--- config.mk ---
export PLATFORM = sky130hd
export DESIGN_NAME = input_clock_gating
export DESIGN_NICKNAME = d
export VERILOG_FILES = /design/src/rtl/input_clock_gating.v /design/src/rtl/timer_clock_divider.v
export VERILOG_INCLUDE_DIRS = /design/src /design/src/include
export SDC_FILE = /design/constraint.sdc
export NUM_CORES = 1
export LEC_CHECK = 0
export ABC_AREA = 1
export BUFFER_PORTS_ARGS = -buffer_cell sky130_fd_sc_hd__buf_2
export CORE_MARGIN = 2
export CORE_UTILIZATION = 47
export DETAILED_ROUTE_END_ITERATION = 12
export HOLD_SLACK_MARGIN = 0.06
export PLACE_DENSITY = 0.76
export SYNTH_ARGS = -nofsm -noshare
export SYNTH_HDL_FRONTEND = slang
export SYNTH_SLANG_ARGS = --single-unit
--- constraint.sdc ---
create_clock -name sys_clk -period 1.56 [get_ports sys_clk]
set_clock_uncertainty 0.1 [all_clocks]
set_input_delay 0.234 -clock sys_clk [delete_from_list [all_inputs] [get_ports sys_clk]]
set_output_delay 0.234 -clock sys_clk [all_outputs]
set_load 0.05 [all_outputs]
--- src/include/clock_gating_map.vh ---
// register offsets, field positions, reset values and timing counts of the clock gating block
`ifndef CLOCK_GATING_MAP_VH
`define CLOCK_GATING_MAP_VH

// ********************************
// register byte addresses
// ********************************
`define PMC0_ADDR 12'h000
`define PMC1_ADDR 12'h004
`define DELAY_ADDR 12'h008
`define STATUS_ADDR 12'h00C

// ********************************
// control register 0 fields
// ********************************
`define PMC0_APD_EN_BIT 2
`define PMC0_TURBO_BIT 4
`define PMC0_ARRAY_BIT 5
`define PMC0_MACRO_BIT 6
`define PMC0_TIMER_BIT 7
`define PMC0_RESET 8'h00

// ********************************
// control register 1 fields
// ********************************
`define PMC1_SLEEP_BIT 1
`define PMC1_RESET 8'h00

// ********************************
// timing
// ********************************
`define DELAY_RESET 8'h00
`define TIMER_PRESCALE 4
`define APD_OVERFLOW_COUNT 4'hF
`define CLK_IDLE_LIMIT 4'hF

`endif

--- src/rtl/input_clock_gating.v ---
// external clock distribution and gating with apb control registers
//
// Chosen here: the register offsets and register access over APB.
`timescale 1ns/1ps
`include "clock_gating_map.vh"
module input_clock_gating
(
  input wire sys_clk,
  input wire rst,
  input wire psel,
  input wire penable,
  input wire pwrite,
  input wire [11:0] paddr,
  input wire [31:0] pwdata,
  output reg [31:0] prdata,
  output reg pready,
  output reg pslverr,
  input wire ext_clock_pin,
  input wire addressLatchIdle,
  input wire specialFuncActive,
  output reg arrayClockEn,
  output reg macrocellClockEn,
  output reg apdClockEn,
  output reg timerClockEn,
  output reg timerTick,
  output reg inputBufferEn,
  output reg logicLowSpeed,
  output reg powerDown,
  output reg sleepActive,
  output reg ioHoldEn,
  output reg addrOutValid,
  output reg dataPortOe_n,
  output reg periphOe_n,
  output reg specialFuncOutEn
);

  // ********************************
  // pin synchronisers and clock activity
  // ********************************
  reg [1:0] extClkSync_q;
  reg extClkPrev_q;
  reg [1:0] aleSync_q;
  reg [3:0] idleCnt_q;
  reg clockRunning_q;
  wire extClkEdge;
  wire extClkSeen;

  always @(posedge sys_clk)
  begin
    if (rst)
    begin
      extClkSync_q <= 2'b00;
      extClkPrev_q <= 1'b0;
      aleSync_q <= 2'b00;
    end
    else
    begin
      extClkSync_q <= {extClkSync_q[0], ext_clock_pin};
      extClkPrev_q <= extClkSeen;
      aleSync_q <= {aleSync_q[0], addressLatchIdle};
    end
  end

  // pin meets no gate before both flops; buffer switch acts on the synced level
  assign extClkSeen = extClkSync_q[1] & inputBufferEn;
  assign extClkEdge = extClkSeen & ~extClkPrev_q;

  // clock counts as running while edges were seen recently
  always @(posedge sys_clk)
  begin
    if (rst)
    begin
      idleCnt_q <= 4'h0;
      clockRunning_q <= 1'b0;
    end
    else if (extClkEdge)
    begin
      idleCnt_q <= 4'h0;
      clockRunning_q <= 1'b1;
    end
    else if (idleCnt_q != `CLK_IDLE_LIMIT)
    begin
      idleCnt_q <= idleCnt_q + 4'h1;
    end
    else
    begin
      clockRunning_q <= 1'b0;
    end
  end

  // ********************************
  // control registers
  // ********************************
  reg [7:0] pmc0_q;
  reg [7:0] pmc1_q;
  reg [7:0] delay_q;
  wire apbWrite;
  wire apbRead;

  assign apbWrite = psel & penable & pwrite & pready;
  assign apbRead = psel & ~penable & ~pwrite;

  function addrKnown;
    input [11:0] a;
    begin
      addrKnown = (a == `PMC0_ADDR) || (a == `PMC1_ADDR) ||
        (a == `DELAY_ADDR) || (a == `STATUS_ADDR);
    end
  endfunction

  always @(posedge sys_clk)
  begin
    if (rst)
    begin
      pmc0_q <= `PMC0_RESET;
      pmc1_q <= `PMC1_RESET;
      delay_q <= `DELAY_RESET;
    end
    else if (apbWrite)
    begin
      case (paddr)
        `PMC0_ADDR: pmc0_q <= pwdata[7:0];
        `PMC1_ADDR: pmc1_q <= pwdata[7:0];
        `DELAY_ADDR: delay_q <= pwdata[7:0];
        default: pmc0_q <= pmc0_q;
      endcase
    end
  end

  // ********************************
  // apb answer: one wait-free access phase
  // ********************************
  wire [31:0] statusWord;

  always @(posedge sys_clk)
  begin
    if (rst)
    begin
      pready <= 1'b0;
      pslverr <= 1'b0;
      prdata <= 32'h0000_0000;
    end
    else
    begin
      pready <= psel & ~penable;
      pslverr <= psel & ~penable & ~addrKnown(paddr);
      if (apbRead)
      begin
        case (paddr)
          `PMC0_ADDR: prdata <= {24'h00_0000, pmc0_q};
          `PMC1_ADDR: prdata <= {24'h00_0000, pmc1_q};
          `DELAY_ADDR: prdata <= {24'h00_0000, delay_q};
          `STATUS_ADDR: prdata <= statusWord;
          default: prdata <= 32'h0000_0000;
        endcase
      end
    end
  end

  // ********************************
  // automatic power-down counter
  // ********************************
  localparam [2:0] ST_RUN = 3'b001;
  localparam [2:0] ST_DOWN = 3'b010;
  localparam [2:0] ST_SLEEP = 3'b100;
  reg [2:0] state_q;
  reg [3:0] apdCnt_q;
  wire apdEnable;
  wire idleLevel;
  wire apdOverflow;

  assign apdEnable = pmc0_q[`PMC0_APD_EN_BIT];
  assign idleLevel = aleSync_q[1];
  assign apdOverflow = apdCnt_q == `APD_OVERFLOW_COUNT;

  always @(posedge sys_clk)
  begin
    if (rst)
    begin
      apdCnt_q <= 4'h0;
      state_q <= ST_RUN;
    end
    else
    begin
      case (state_q)
        ST_RUN:
        begin
          if (!apdEnable || !idleLevel)
          begin
            apdCnt_q <= 4'h0;
          end
          else if (apdOverflow)
          begin
            state_q <= pmc1_q[`PMC1_SLEEP_BIT] ? ST_SLEEP : ST_DOWN;
          end
          else if (extClkEdge)
          begin
            apdCnt_q <= apdCnt_q + 4'h1;
          end
        end
        ST_DOWN, ST_SLEEP:
        begin
          // bus activity wakes the device; counter frozen meanwhile
          if (!apdEnable || !idleLevel)
          begin
            apdCnt_q <= 4'h0;
            state_q <= ST_RUN;
          end
        end
        default: state_q <= ST_RUN;
      endcase
    end
  end

  assign statusWord = {26'h000_0000, clockRunning_q, inputBufferEn, apdOverflow,
    state_q};

  // ********************************
  // clock gates and pin states
  // ********************************
  wire standby;
  wire allGated;
  wire timerEnable;

  assign standby = (state_q != ST_RUN);
  assign allGated = pmc0_q[`PMC0_ARRAY_BIT] & pmc0_q[`PMC0_MACRO_BIT] &
    pmc0_q[`PMC0_TIMER_BIT];
  // timers keep running in sleep unless gated
  assign timerEnable = ~pmc0_q[`PMC0_TIMER_BIT] & extClkEdge;

  wire tickNext;

  timer_clock_divider divider
  (
    .sys_clk(sys_clk),
    .rst(rst),
    .enable(timerEnable),
    .delayCycles(delay_q),
    .timerTick(tickNext)
  );

  always @(posedge sys_clk)
  begin
    if (rst)
    begin
      arrayClockEn <= 1'b1;
      macrocellClockEn <= 1'b1;
      apdClockEn <= 1'b1;
      timerClockEn <= 1'b1;
      timerTick <= 1'b0;
      inputBufferEn <= 1'b1;
      logicLowSpeed <= 1'b0;
      powerDown <= 1'b0;
      sleepActive <= 1'b0;
    end
    else
    begin
      arrayClockEn <= ~pmc0_q[`PMC0_ARRAY_BIT];
      macrocellClockEn <= ~pmc0_q[`PMC0_MACRO_BIT];
      apdClockEn <= ~standby;
      timerClockEn <= ~pmc0_q[`PMC0_TIMER_BIT];
      timerTick <= tickNext;
      // buffer stays on until every gate is set and the counter overflowed
      inputBufferEn <= ~(allGated & apdOverflow);
      logicLowSpeed <= pmc0_q[`PMC0_TURBO_BIT];
      powerDown <= (state_q == ST_DOWN);
      sleepActive <= (state_q == ST_SLEEP);
    end
  end

  // ********************************
  // pin states in power down and sleep
  // ********************************
  wire sfDrive;

  // in power down and sleep, special-function pins go quiet once the clock input has stopped
  assign sfDrive = specialFuncActive & (~standby | clockRunning_q);

  always @(posedge sys_clk)
  begin
    if (rst)
    begin
      ioHoldEn <= 1'b0;
      addrOutValid <= 1'b1;
      dataPortOe_n <= 1'b0;
      periphOe_n <= 1'b0;
      specialFuncOutEn <= 1'b1;
    end
    else
    begin
      ioHoldEn <= standby;
      addrOutValid <= ~standby;
      dataPortOe_n <= standby;
      periphOe_n <= standby;
      specialFuncOutEn <= sfDrive;
    end
  end

endmodule

--- src/rtl/timer_clock_divider.v ---
// timer clock scaler: fixed divide by four then delay-cycle divide
`timescale 1ns/1ps
module timer_clock_divider
(
  input wire sys_clk,
  input wire rst,
  input wire enable,
  input wire [7:0] delayCycles,
  output reg timerTick
);

  reg [1:0] preCnt_q;
  reg [7:0] delayCnt_q;

  always @(posedge sys_clk)
  begin
    if (rst)
    begin
      preCnt_q <= 2'h0;
      delayCnt_q <= 8'h00;
      timerTick <= 1'b0;
    end
    else
    begin
      timerTick <= 1'b0;
      if (enable)
      begin
        preCnt_q <= preCnt_q + 2'h1;
        // finest tick is input clock over four
        if (preCnt_q == 2'h3)
        begin
          if (delayCnt_q >= delayCycles)
          begin
            delayCnt_q <= 8'h00;
            timerTick <= 1'b1;
          end
          else
          begin
            delayCnt_q <= delayCnt_q + 8'h01;
          end
        end
      end
    end
  end

endmodule

==> results of run 1 <==
## stage by stage
step           worst slack, ns  area (sq um)  instances
2_1_floorplan           0.0513          3590        486
3_3_place_gp           -0.0726          3980        631
3_5_place_dp            -0.158          3980        631
4_1_cts                0.00757          4290        651
5_1_grt                 -0.109          4420        655
6_report              -0.00859          4420        655
## sequential cells by signal, indices dropped and copies added, names as in the netlist, 2 cells and up
register and cells:
apdCnt_q 4, aleSync_q 2, divider.preCnt_q 2, delay_q 8
pmc1_q 8, pmc0_q 8, state_q 3, prdata 8
idleCnt_q 4, extClkSync_q 2, divider.delayCnt_q 8
## report_power, final
group          internal [mW]  switching, mW
Clock                  0.783          0.708
Combinational          0.340          0.862
Sequential              2.00         0.0963
Total                   3.13           1.67
## worst max-delay path by stage
stage | startpoint | to | slack (ns) | depth (start not counted)
finish | delay_q[5]$_SDFFE_PP0P_ | divider.delayCnt_q[0]$_SDFFE_PP0N_ | -0.009 | 9
global route | delay_q[6]$_SDFFE_PP0P_ | divider.delayCnt_q[5]$_SDFFE_PP0N_ | -0.11 | 9
CTS | delay_q[4]$_SDFFE_PP0P_ | divider.delayCnt_q[7]$_SDFFE_PP0N_ | 0.008 | 9
detailed placement | delay_q[7]$_SDFFE_PP0P_ | divider.delayCnt_q[7]$_SDFFE_PP0N_ | -0.16 | 9
global placement | delay_q[5]$_SDFFE_PP0P_ | divider.delayCnt_q[7]$_SDFFE_PP0N_ | -0.07 | 9
floorplan | inputBufferEn$_SDFF_PP1_ | divider.delayCnt_q[7]$_SDFFE_PP0N_ | 0.05 | 7
## cell usage after synthesis
master / n
nor3_1: 4
o21ai_0: 32
ha_1: 12
conb_1: 1
and3_1: 2
nand2_2: 1
nor2_2: 3
o21ai_1: 6
o21ai_2: 2
a21oi_1: 42
nand3_4: 1
nand3_2: 1
xor2_1: 5
nand4_1: 2
buf_4: 27
buf_6: 4
nand3_1: 43
clkbuf_1: 6
o211ai_1: 1
buf_2: 2
a211oi_1: 2
nor2_4: 7
or2_2: 1
nand2_1: 76
xnor2_1: 3
nor2_1: 43
dfxtp_1: 73
inv_1: 59
nand4_2: 2
## logic make-up (layout without fill, tap and decap cells)
| kind of cell | count (synthesis) | in the layout |
|---|---|---|
| flip-flops | 73 | 73 |
| buffers and inverters | 98 | 168 |
| AND/OR/NAND/NOR | 186 | 186 |
| adder cells (fa/ha/maj) | 12 | 12 |
| AO/OA/AOI/OAI | 85 | 85 |
| XOR/XNOR | 8 | 8 |
| other | 1 | 24 |
## worst max-delay path: stages, from the launching register on
cell and delay (ns):
dfxtp_2 0.35, inv_2 0.05, ha_4 0.27, nand2_2 0.06, nor2_2 0.14, nand4_1 0.14
nand3_2 0.12, nand2_2 0.07, nand2_4 0.12, nor2_1 0.05
## per-layer routing
metal | global-route usage | wire length [um]
met5 | 0 | 0
met4 | 0.0808 | 197
met1 | 0.242 | 3410
met2 | 0.367 | 4230
met3 | 0.0442 | 424
## layout make-up
type / count / area [sq um]
multi-input combinational: 315 / 1770
tap: 99 / 124
fill: 656 / 2800
inverter: 59 / 221
clock inverter: 6 / 67.6
timing repair buffer: 93 / 618
sequential: 73 / 1480
clock buffer: 10 / 138
## repair_timing
action / 4_1_cts / 5_1_grt
pin swaps: 6 / 6
gates resized for setup: 20 / 26
setup endpoints to repair: 13 / 25
hold buffers: 4 / 0
setup buffers: 0 / 4
endpoints found under the hold margin: 4 / 0
gates cloned: 0 / 0
==> summary.md, run 1 <==
| Metric | Value |
|---|---|
| Type of origin of the critical path | register |
| CTS root buf | clkbuf_8 |
| Synthesis warning total | 0 |
| Worst EP required | 1.71 ns |
| Nets | 615 |
| GRT Overall Usage | 0.206 |
| Largest family of logic cells by synthesized area | simple AND/OR/NAND/NOR gates |
| Initial antenna violation count | 0 |
| Syn Area/Cell | 7.55 sq um |
| TritonRoute pass-1 iters | 5 |
| Boundary Pins | 100 |
| Clk pin slew, worst setup/hold paths | 0.07 ns |
| Hold path endpoint | pready$_SDFF_PP0_ |
| Synth top area share | 0.418 |
| Routed Antenna Nets | 0 |
| Starting Density | 0.485 |
| Maxcap violations | 0 |
| Hold depth | 4 |
| CP Max Fanout | 8 |
| Top post-synthesis cells by area | dfxtp_1 (42%), nand2_1 (8.2%), inv_1 (6.3%) |
| Critical Path AT | 1.72 ns |
| RSZ-0062 raised after global routing | yes |
| Cell taking the most area after synthesis | dfxtp_1 |
| Hold Slack | 0.0783 ns |
| Most frequent cells in the layout | nand2_1 (68), dfxtp_1 (61), inv_1 (53) |
| Crit. End Element | register |
| Reg2reg start | delay_q[5]$_SDFFE_PP0P_ |
| Maximum number of pins on one net before global-route repair | 28 |
| Vias in the first global route | 3049 |
| Number of remaining DRC errors | 0 |
| Routed wire length | 8270 um |
| DIE AREA | 0.00815 sq mm |
| Failing checks | setup timing |
| Cells after synthesis | 463 |
| Design Power | 4.79 mW |
| I/O Buffers | 51 |
| Worst-Skew Late Latency | 0.35 ns |
| CTS tree | built |
| WL per Instance | 12.6 um |
| Core Box Area | 0.00721 sq mm |
| Mapped Area | 0.00350 sq mm |
| # setup viols final | 7 |
| Gr ovfl total | 0 |
| Inserted Diodes | 0 |
| Reg-to-reg critical path endpoint | divider.delayCnt_q[0]$_SDFFE_PP0N_ |
| Vias | 3199 |
| Power Density | 1080 mW/mm^2 |
| Core Util, Final | 0.613 |
| Synth Area in Compound Gates | 0.126 |
| Sequential share of the synthesized area | 0.418 |
| Most common cell after layout, fill and taps aside | nand2_1 |
| Adder-cell share of the synthesized area | 0.0429 |
| Hold Vio Cnt, Final | 0 |
| Post-route setup TNS | -0.0316 ns |
| Status | finished with violations |
| Die height | 90.3 um |
| Max Root-Sink Buffers | 2 |
| Mux contribution to synthesized area | 0 |
| Worst r2r path cells | 9 |
| Max Slew Vio Count | 0 |
| Iter 0 DRT Violations | 247 |
| First-pass GRT wire length | 13600 um |
| Worst R2R Setup Slack | -0.009 ns |
| Vias per cell | 4.88 |
| CTS Buf Count | 9 |
| Period utilisation layout | 1.01 |
| Post-synthesis register bit count | 73 |
| GP Congestion | 0.850 |
| Max Freq | 638 MHz |
| Placement Rows | 31 |
| Final setup margin | -0.00859 ns |
| Layout cells sized above 1 | 0.297 |
| Post-Synth XOR/XNOR Area | 0.0200 |
| Simple logic cell fraction of the synthesized area | 0.249 |
| Yosys cell types | 29 |
| Post-DP HPWL | 6060 um |
| Min-Delay Path Class | input port to register |
| Crit Path Class | register to register |
| HP Start | penable |
| Post-route minimum period | 1.57 ns |
| Area growth, synth to finish | 26.4% |
| Lkg Pwr | 1.97 nW |
| CTS H-tree depth | 3 |
| Die W | 90.3 um |
| Clock sink count | 73 |
| Peak VDD IR | 0.000431 V |
Power figures use the tool's default switching activity.
==> inputs of run 2 (changes only) <==
- RECOVER_POWER: default -> 25
==> run 2 against run 1 <==
The run still ends with setup timing left. Global-route usage unchanged. Register-to-register slack about the same. Clock power about the same. Hold slack better by 0.00069 ns. Clock-buffer cell count unchanged. Power down 0.58%. Via count up 0.22%. Critical path type unchanged.
==> summary.md, run 2 (synthesized netlist as in run 1, its figures left out) <==
| Metric | Value |
|---|---|
| Routed Antenna Nets | 0 |
| Die W | 90.3 um |
| Failing checks | setup timing |
| Initial antenna violation count | 0 |
| Most frequent cells in the layout | nand2_1 (68), dfxtp_1 (64), inv_1 (54) |
| Peak VDD IR | 0.000424 V |
| Crit-path leading delay family | simple AND/OR/NAND/NOR gates |
| CTS H-tree depth | 3 |
| Vias per cell | 4.89 |
| Clock sink count | 73 |
| Placed cells | 631 |
| Worst EP required | 1.71 ns |
| Status | finished with violations |
| I/O Buffers | 51 |
| M1 GR Usage | 0.242 |
| Boundary Pins | 100 |
| CP dominant cell by count | nand2_2 |
| Max Root-Sink Buffers | 2 |
| First-pass GRT wire length | 13600 um |
| Max Freq | 638 MHz |
| TritonRoute pass-1 iters | 4 |
| Type of origin of the critical path | register |
| Placement Rows | 31 |
| Routed wire length | 8320 um |
| RSZ-0062 raised after global routing | yes |
| Most common cell after layout, fill and taps aside | nand2_1 |
| Vias | 3206 |
| Filler cells | 660 |
| Starting Density | 0.485 |
| Crit Path Class | register to register |
| DP Area | 0.00398 sq mm |
| Max stage delay cell, worst path | dfxtp_2 |
| CTS root buf | clkbuf_8 |
| Post-DP HPWL | 6060 um |
| Critical Path AT | 1.71 ns |
| Maximum number of pins on one net before global-route repair | 28 |
| CTS Buf Count | 9 |
| Top Usage Layer GRT | met2 |
| Nets | 615 |
| Die height | 90.3 um |
| WL per Instance | 12.7 um |
| Lkg Pwr | 1.96 nW |
| Clk pin slew, worst setup/hold paths | 0.07 ns |
| Post-route cell area | 0.00440 sq mm |
| CTS tree | built |
| Crit. End Element | register |
| DIE AREA | 0.00815 sq mm |
| Vias in the first global route | 3049 |
| Gr ovfl total | 0 |
| Worst-Skew Late Latency | 0.35 ns |
| GRT Overall Usage | 0.206 |
| GRT met2 Usage | 0.367 |
| Power Density | 1080 mW/mm^2 |
| Core Box Area | 0.00721 sq mm |
| Inserted Diodes | 0 |
| Post-route minimum period | 1.57 ns |
| Layout Cells excl Fill | 655 |
| GP Congestion | 0.850 |
| Min-Delay Path Class | input port to register |
| Iter 0 DRT Violations | 209 |
| Number of remaining DRC errors | 0 |
| Period utilisation layout | 1.00 |
| Worst Path Buf+Inv | 1 |
| # setup viols final | 7 |
| Hold Vio Cnt, Final | 0 |
| Layout cells sized above 1 | 0.284 |
| Maxcap violations | 0 |
| Slowest stage delay, CP | 0.35 ns |
| CP Cell Sequence | inv_2, ha_4, nand2_2, nor2_2, nand4_1, nand3_2, nand2_2, nand2_4, nor2_1 |
| Final setup margin | -0.00702 ns |
| Area growth, synth to finish | 25.8% |
| Max Slew Vio Count | 0 |
| CP Max Fanout | 8 |
| Met3 Use GR | 0.0442 |
run 2: changes by cell type in the layout (fill, tap and decap cells not counted), sizes merged:
cell / before / now
buf: 89 / 86
clkbuf: 10 / 13
run 2: path summary, 6_finish.rpt:
check	from	end	slack, ns	cells after the start
worst max register to register	delay_q[5]$_SDFFE_PP0P_	divider.delayCnt_q[0]$_SDFFE_PP0N_	-0.007	9
worst max-delay path	delay_q[5]$_SDFFE_PP0P_	divider.delayCnt_q[0]$_SDFFE_PP0N_	-0.007	9
worst min register to register	aleSync_q[0]$_SDFF_PP0_	aleSync_q[1]$_SDFF_PP0_	0.31	2
worst min-delay path	penable	pready$_SDFF_PP0_	0.08	4
run 2: final cells by class:
| type | count | area (sq um) | share of cell area |
|---|---|---|---|
| clock buffers | 10 | 138 | 0.0313 |
| clock inverters | 6 | 67.6 | 0.0154 |
| inverters | 59 | 221 | 0.0503 |
| multi-input cells | 315 | 1770 | 0.401 |
| flip-flops and latches | 73 | 1470 | 0.335 |
| well taps | 99 | 124 | 0.0281 |
| repair buffers | 93 | 611 | 0.139 |
run 2: what timing repair did:
item,4_1_cts,5_1_grt
setup endpoints to repair,13,25
resized for setup,20,26
pin swaps,6,6
setup buffers,0,4
endpoints found under the hold margin,4,0
hold buffers,4,0
run 2: report_power, final:
part | internal, mW | switching (mW) | total (mW) | leakage, nW
logic | 0.319 | 0.861 | 1.18 | 1.27
registers | 2.00 | 0.0968 | 2.10 | 0.597
clock network | 0.783 | 0.707 | 1.49 | 0.0985
run 2: stage by stage:
step	hold WS [ns]	total power [mW]	util	worst slack [ns]	TNS, ns
6_report	0.0790	4.77	0.610	-0.00702	-0.0206
5_1_grt	0.0764	4.99	0.610	-0.109	-1.12
4_1_cts	0.0621	4.70	0.594	0.00757	0
3_5_place_dp	0.303	3.20	0.551	-0.158	-1.32
3_3_place_gp	0.309	3.15	0.551	-0.0726	-0.537
2_1_floorplan	0.207	3.00	-	0.0513	0
run 2: worst register-to-register path, delay by kind of cell, from the launching register on:
family / cells / cell delay (ns)
buffers and inverters: 1 / 0.06
AND/OR/NAND/NOR: 7 / 0.70
flip-flops: 1 / 0.35
adder cells (fa/ha/maj): 1 / 0.27
run 2: per-layer routing:
metal / up-vias / wire, um
li1: 1617 / -
met1: 1476 / 3480
met2: 91 / 4240
met3: 22 / 386
met4: 0 / 204
met5: - / 0
==> inputs of run 3 (changes only) <==
- CORE_UTILIZATION: 47 -> 56
- MAX_ROUTING_LAYER: default -> met4
- PLACE_DENSITY: 0.76 -> 0.85
- RECOVER_POWER: 25 -> 50
- clock period: 1.56 -> 2 ns (I/O delays scaled with it)
==> run 3 against run 2 <==
Fmax is 10% lower. Sequential share of layout area is 4.0 points higher. The flow now finishes without violations. Power is 21% lower. Register-to-register slack better by 0.26 ns. Via count is 5.2% lower. Routed wire length is 11% lower.
==> summary.md, run 3 (synthesized netlist as in run 1, its figures left out) <==
| Metric | Value |
|---|---|
| CP Cell Sequence | inv_1, ha_1, a21oi_1, nor2_1, nor3_1, nand3_1, nand2_1, nand2_1, nor2_1 |
| Routed Antenna Nets | 0 |
| Most common cell after layout, fill and taps aside | nand2_1 |
| Type of origin of the critical path | register |
| Crit-path leading delay family | simple AND/OR/NAND/NOR gates |
| Boundary Pins | 100 |
| Worst r2r path cells | 9 |
| CTS tree | built |
| Final setup margin | 0.258 ns |
| Max stage delay cell, worst path | dfxtp_1 |
| First-pass GRT wire length | 11900 um |
| Core Box Area | 0.00599 sq mm |
| Gr ovfl total | 0 |
| Die W | 83.0 um |
| CTS H-tree depth | 3 |
| Reg2reg start | delay_q[5]$_SDFFE_PP0P_ |
| Post-route setup TNS | 0 ns |
| Inserted Diodes | 0 |
| TritonRoute pass-1 iters | 5 |
| Hold Slack | 0.0775 ns |
| Internal power | 2.45 mW |
| WL per Instance | 12.3 um |
| RSZ-0062 raised after global routing | no |
| Worst R2R Setup Slack | 0.26 ns |
| Maxcap violations | 0 |
| Starting Density | 0.584 |
| Part of the power in registers | 0.434 |
| Slowest stage delay, CP | 0.36 ns |
| Hold depth | 3 |
| Max Freq | 574 MHz |
| Reg-to-reg critical path endpoint | divider.delayCnt_q[2]$_SDFFE_PP0N_ |
| Crit Path Class | register to register |
| Routed wire length | 7370 um |
| Period utilisation layout | 0.871 |
| Worst Path Buf+Inv | 1 |
| Worst-margin pin slew | 0.852 ns |
| Number of remaining DRC errors | 0 |
| I/O Buffers | 51 |
| Switching portion of total power | 0.345 |
| Post-route minimum period | 1.74 ns |
| Layout cells sized above 1 | 0.130 |
| GRT Overall Usage | 0.217 |
| Max Slew Vio Count | 0 |
| Nets | 583 |
| Post-DP HPWL | 5460 um |
| Initial antenna violation count | 0 |
| Clk pin slew, worst setup/hold paths | 0.09 ns |
| Switching power | 1.29 mW |
| Vias in the first global route | 2725 |
| Placement Rows | 28 |
| Critical Path Source | delay_q[5]$_SDFFE_PP0P_ |
| Vias per cell | 5.07 |
| Critical Path AT | 1.92 ns |
| Clock sink count | 73 |
| Vias | 3039 |
| Hold path endpoint | specialFuncOutEn$_SDFF_PP1_ |
| Clock share of power | 0.350 |
| Worst slew margin | 0.432 |
| Worst EP required | 2.18 ns |
| Hold Vio Cnt, Final | 0 |
| Area growth, synth to finish | 11.6% |
| Max Root-Sink Buffers | 2 |
| HP Start | specialFuncActive |
| Comb power frac | 0.216 |
| Crit. End Element | register |
| Post-CTS resize count | 0 |
| Most frequent cells in the layout | nand2_1 (77), dfxtp_1 (73), inv_1 (59) |
| CTS Buf Count | 9 |
| DIE AREA | 0.00689 sq mm |
| Pre-CTS WS | 0.273 ns |
| Peak VDD IR | 0.00116 V |
| Iter 0 DRT Violations | 209 |
| Design Power | 3.74 mW |
| CTS root buf | clkbuf_8 |
| CP Max Fanout | 8 |
| Min-Delay Path Class | input port to register |
| Power Density | 959 mW/mm^2 |
| Maximum number of pins on one net before global-route repair | 24 |
| Die height | 83.0 um |
| Worst-Skew Late Latency | 0.36 ns |
| Lkg Pwr | 1.72 nW |
| # setup viols final | 0 |
| Status | finished, final reports clean |
| GP Congestion | 0.868 |
[run 3: per-layer routing]
metal  up-vias  global-route usage  part of all wire
li1       1552                   -                 -
met1      1376               0.269              0.44
met2        97               0.356              0.49
met3        14              0.0338             0.053
met4         0              0.0849             0.015
met5         -                   -                 0
[run 3: power groups by stage]
stage / sequential, mW / clock (mW) / combinational [mW]
after floorplan: 1.74 / 0 / 0.600
after global placement: 1.65 / 0 / 0.766
after detailed placement: 1.66 / 0 / 0.793
after CTS: 1.62 / 1.32 / 0.812
after global routing: 1.63 / 1.37 / 0.878
final: 1.62 / 1.31 / 0.809
[run 3: what timing repair did]
action / in CTS / in global routing
setup endpoints to repair: 0 / 0
endpoints found under the hold margin: 2 / 0
buffers inserted: 0 / 0
hold buffers: 2 / 0
[run 3: area by class of cell]
| type | count | area (sq um) |
|---|---|---|
| Multi-Input combinational cell | 315 | 1600 |
| Tap cell | 75 | 93.8 |
| Fill cell | 533 | 2090 |
| Clock buffer | 9 | 124 |
| Inverter | 59 | 221 |
| Timing Repair Buffer | 61 | 305 |
| Clock inverter | 7 | 100 |
| Sequential cell | 73 | 1460 |
[run 3: through the flow]
stage	instances	utilization	instance area, sq um
final	599	0.651	3900
after global routing	599	0.651	3900
after CTS	599	0.660	3960
after detailed placement	581	0.620	3710
after global placement	581	0.620	3710
after floorplan	486	-	3580
[run 3: worst reg2reg max path: cells and delay by family, from the launching register on]
family / cells / cell delay (ns)
DFF: 1 / 0.36
AOI/OAI and AO/OA: 1 / 0.13
buffers and inverters: 1 / 0.07
and+or+nand+nor: 6 / 0.71
adders and majority gates: 1 / 0.30
[run 3: worst max path at each step]
stage	depth (start not counted)	endpoint	slack (ns)
5_1_grt	9	divider.delayCnt_q[3]$_SDFFE_PP0N_	0.02
6_report	9	divider.delayCnt_q[2]$_SDFFE_PP0N_	0.26
3_5_place_dp	9	divider.delayCnt_q[7]$_SDFFE_PP0N_	0.27
3_3_place_gp	9	divider.delayCnt_q[7]$_SDFFE_PP0N_	0.28
4_1_cts	9	divider.delayCnt_q[2]$_SDFFE_PP0N_	0.25
2_1_floorplan	7	divider.delayCnt_q[7]$_SDFFE_PP0N_	0.28
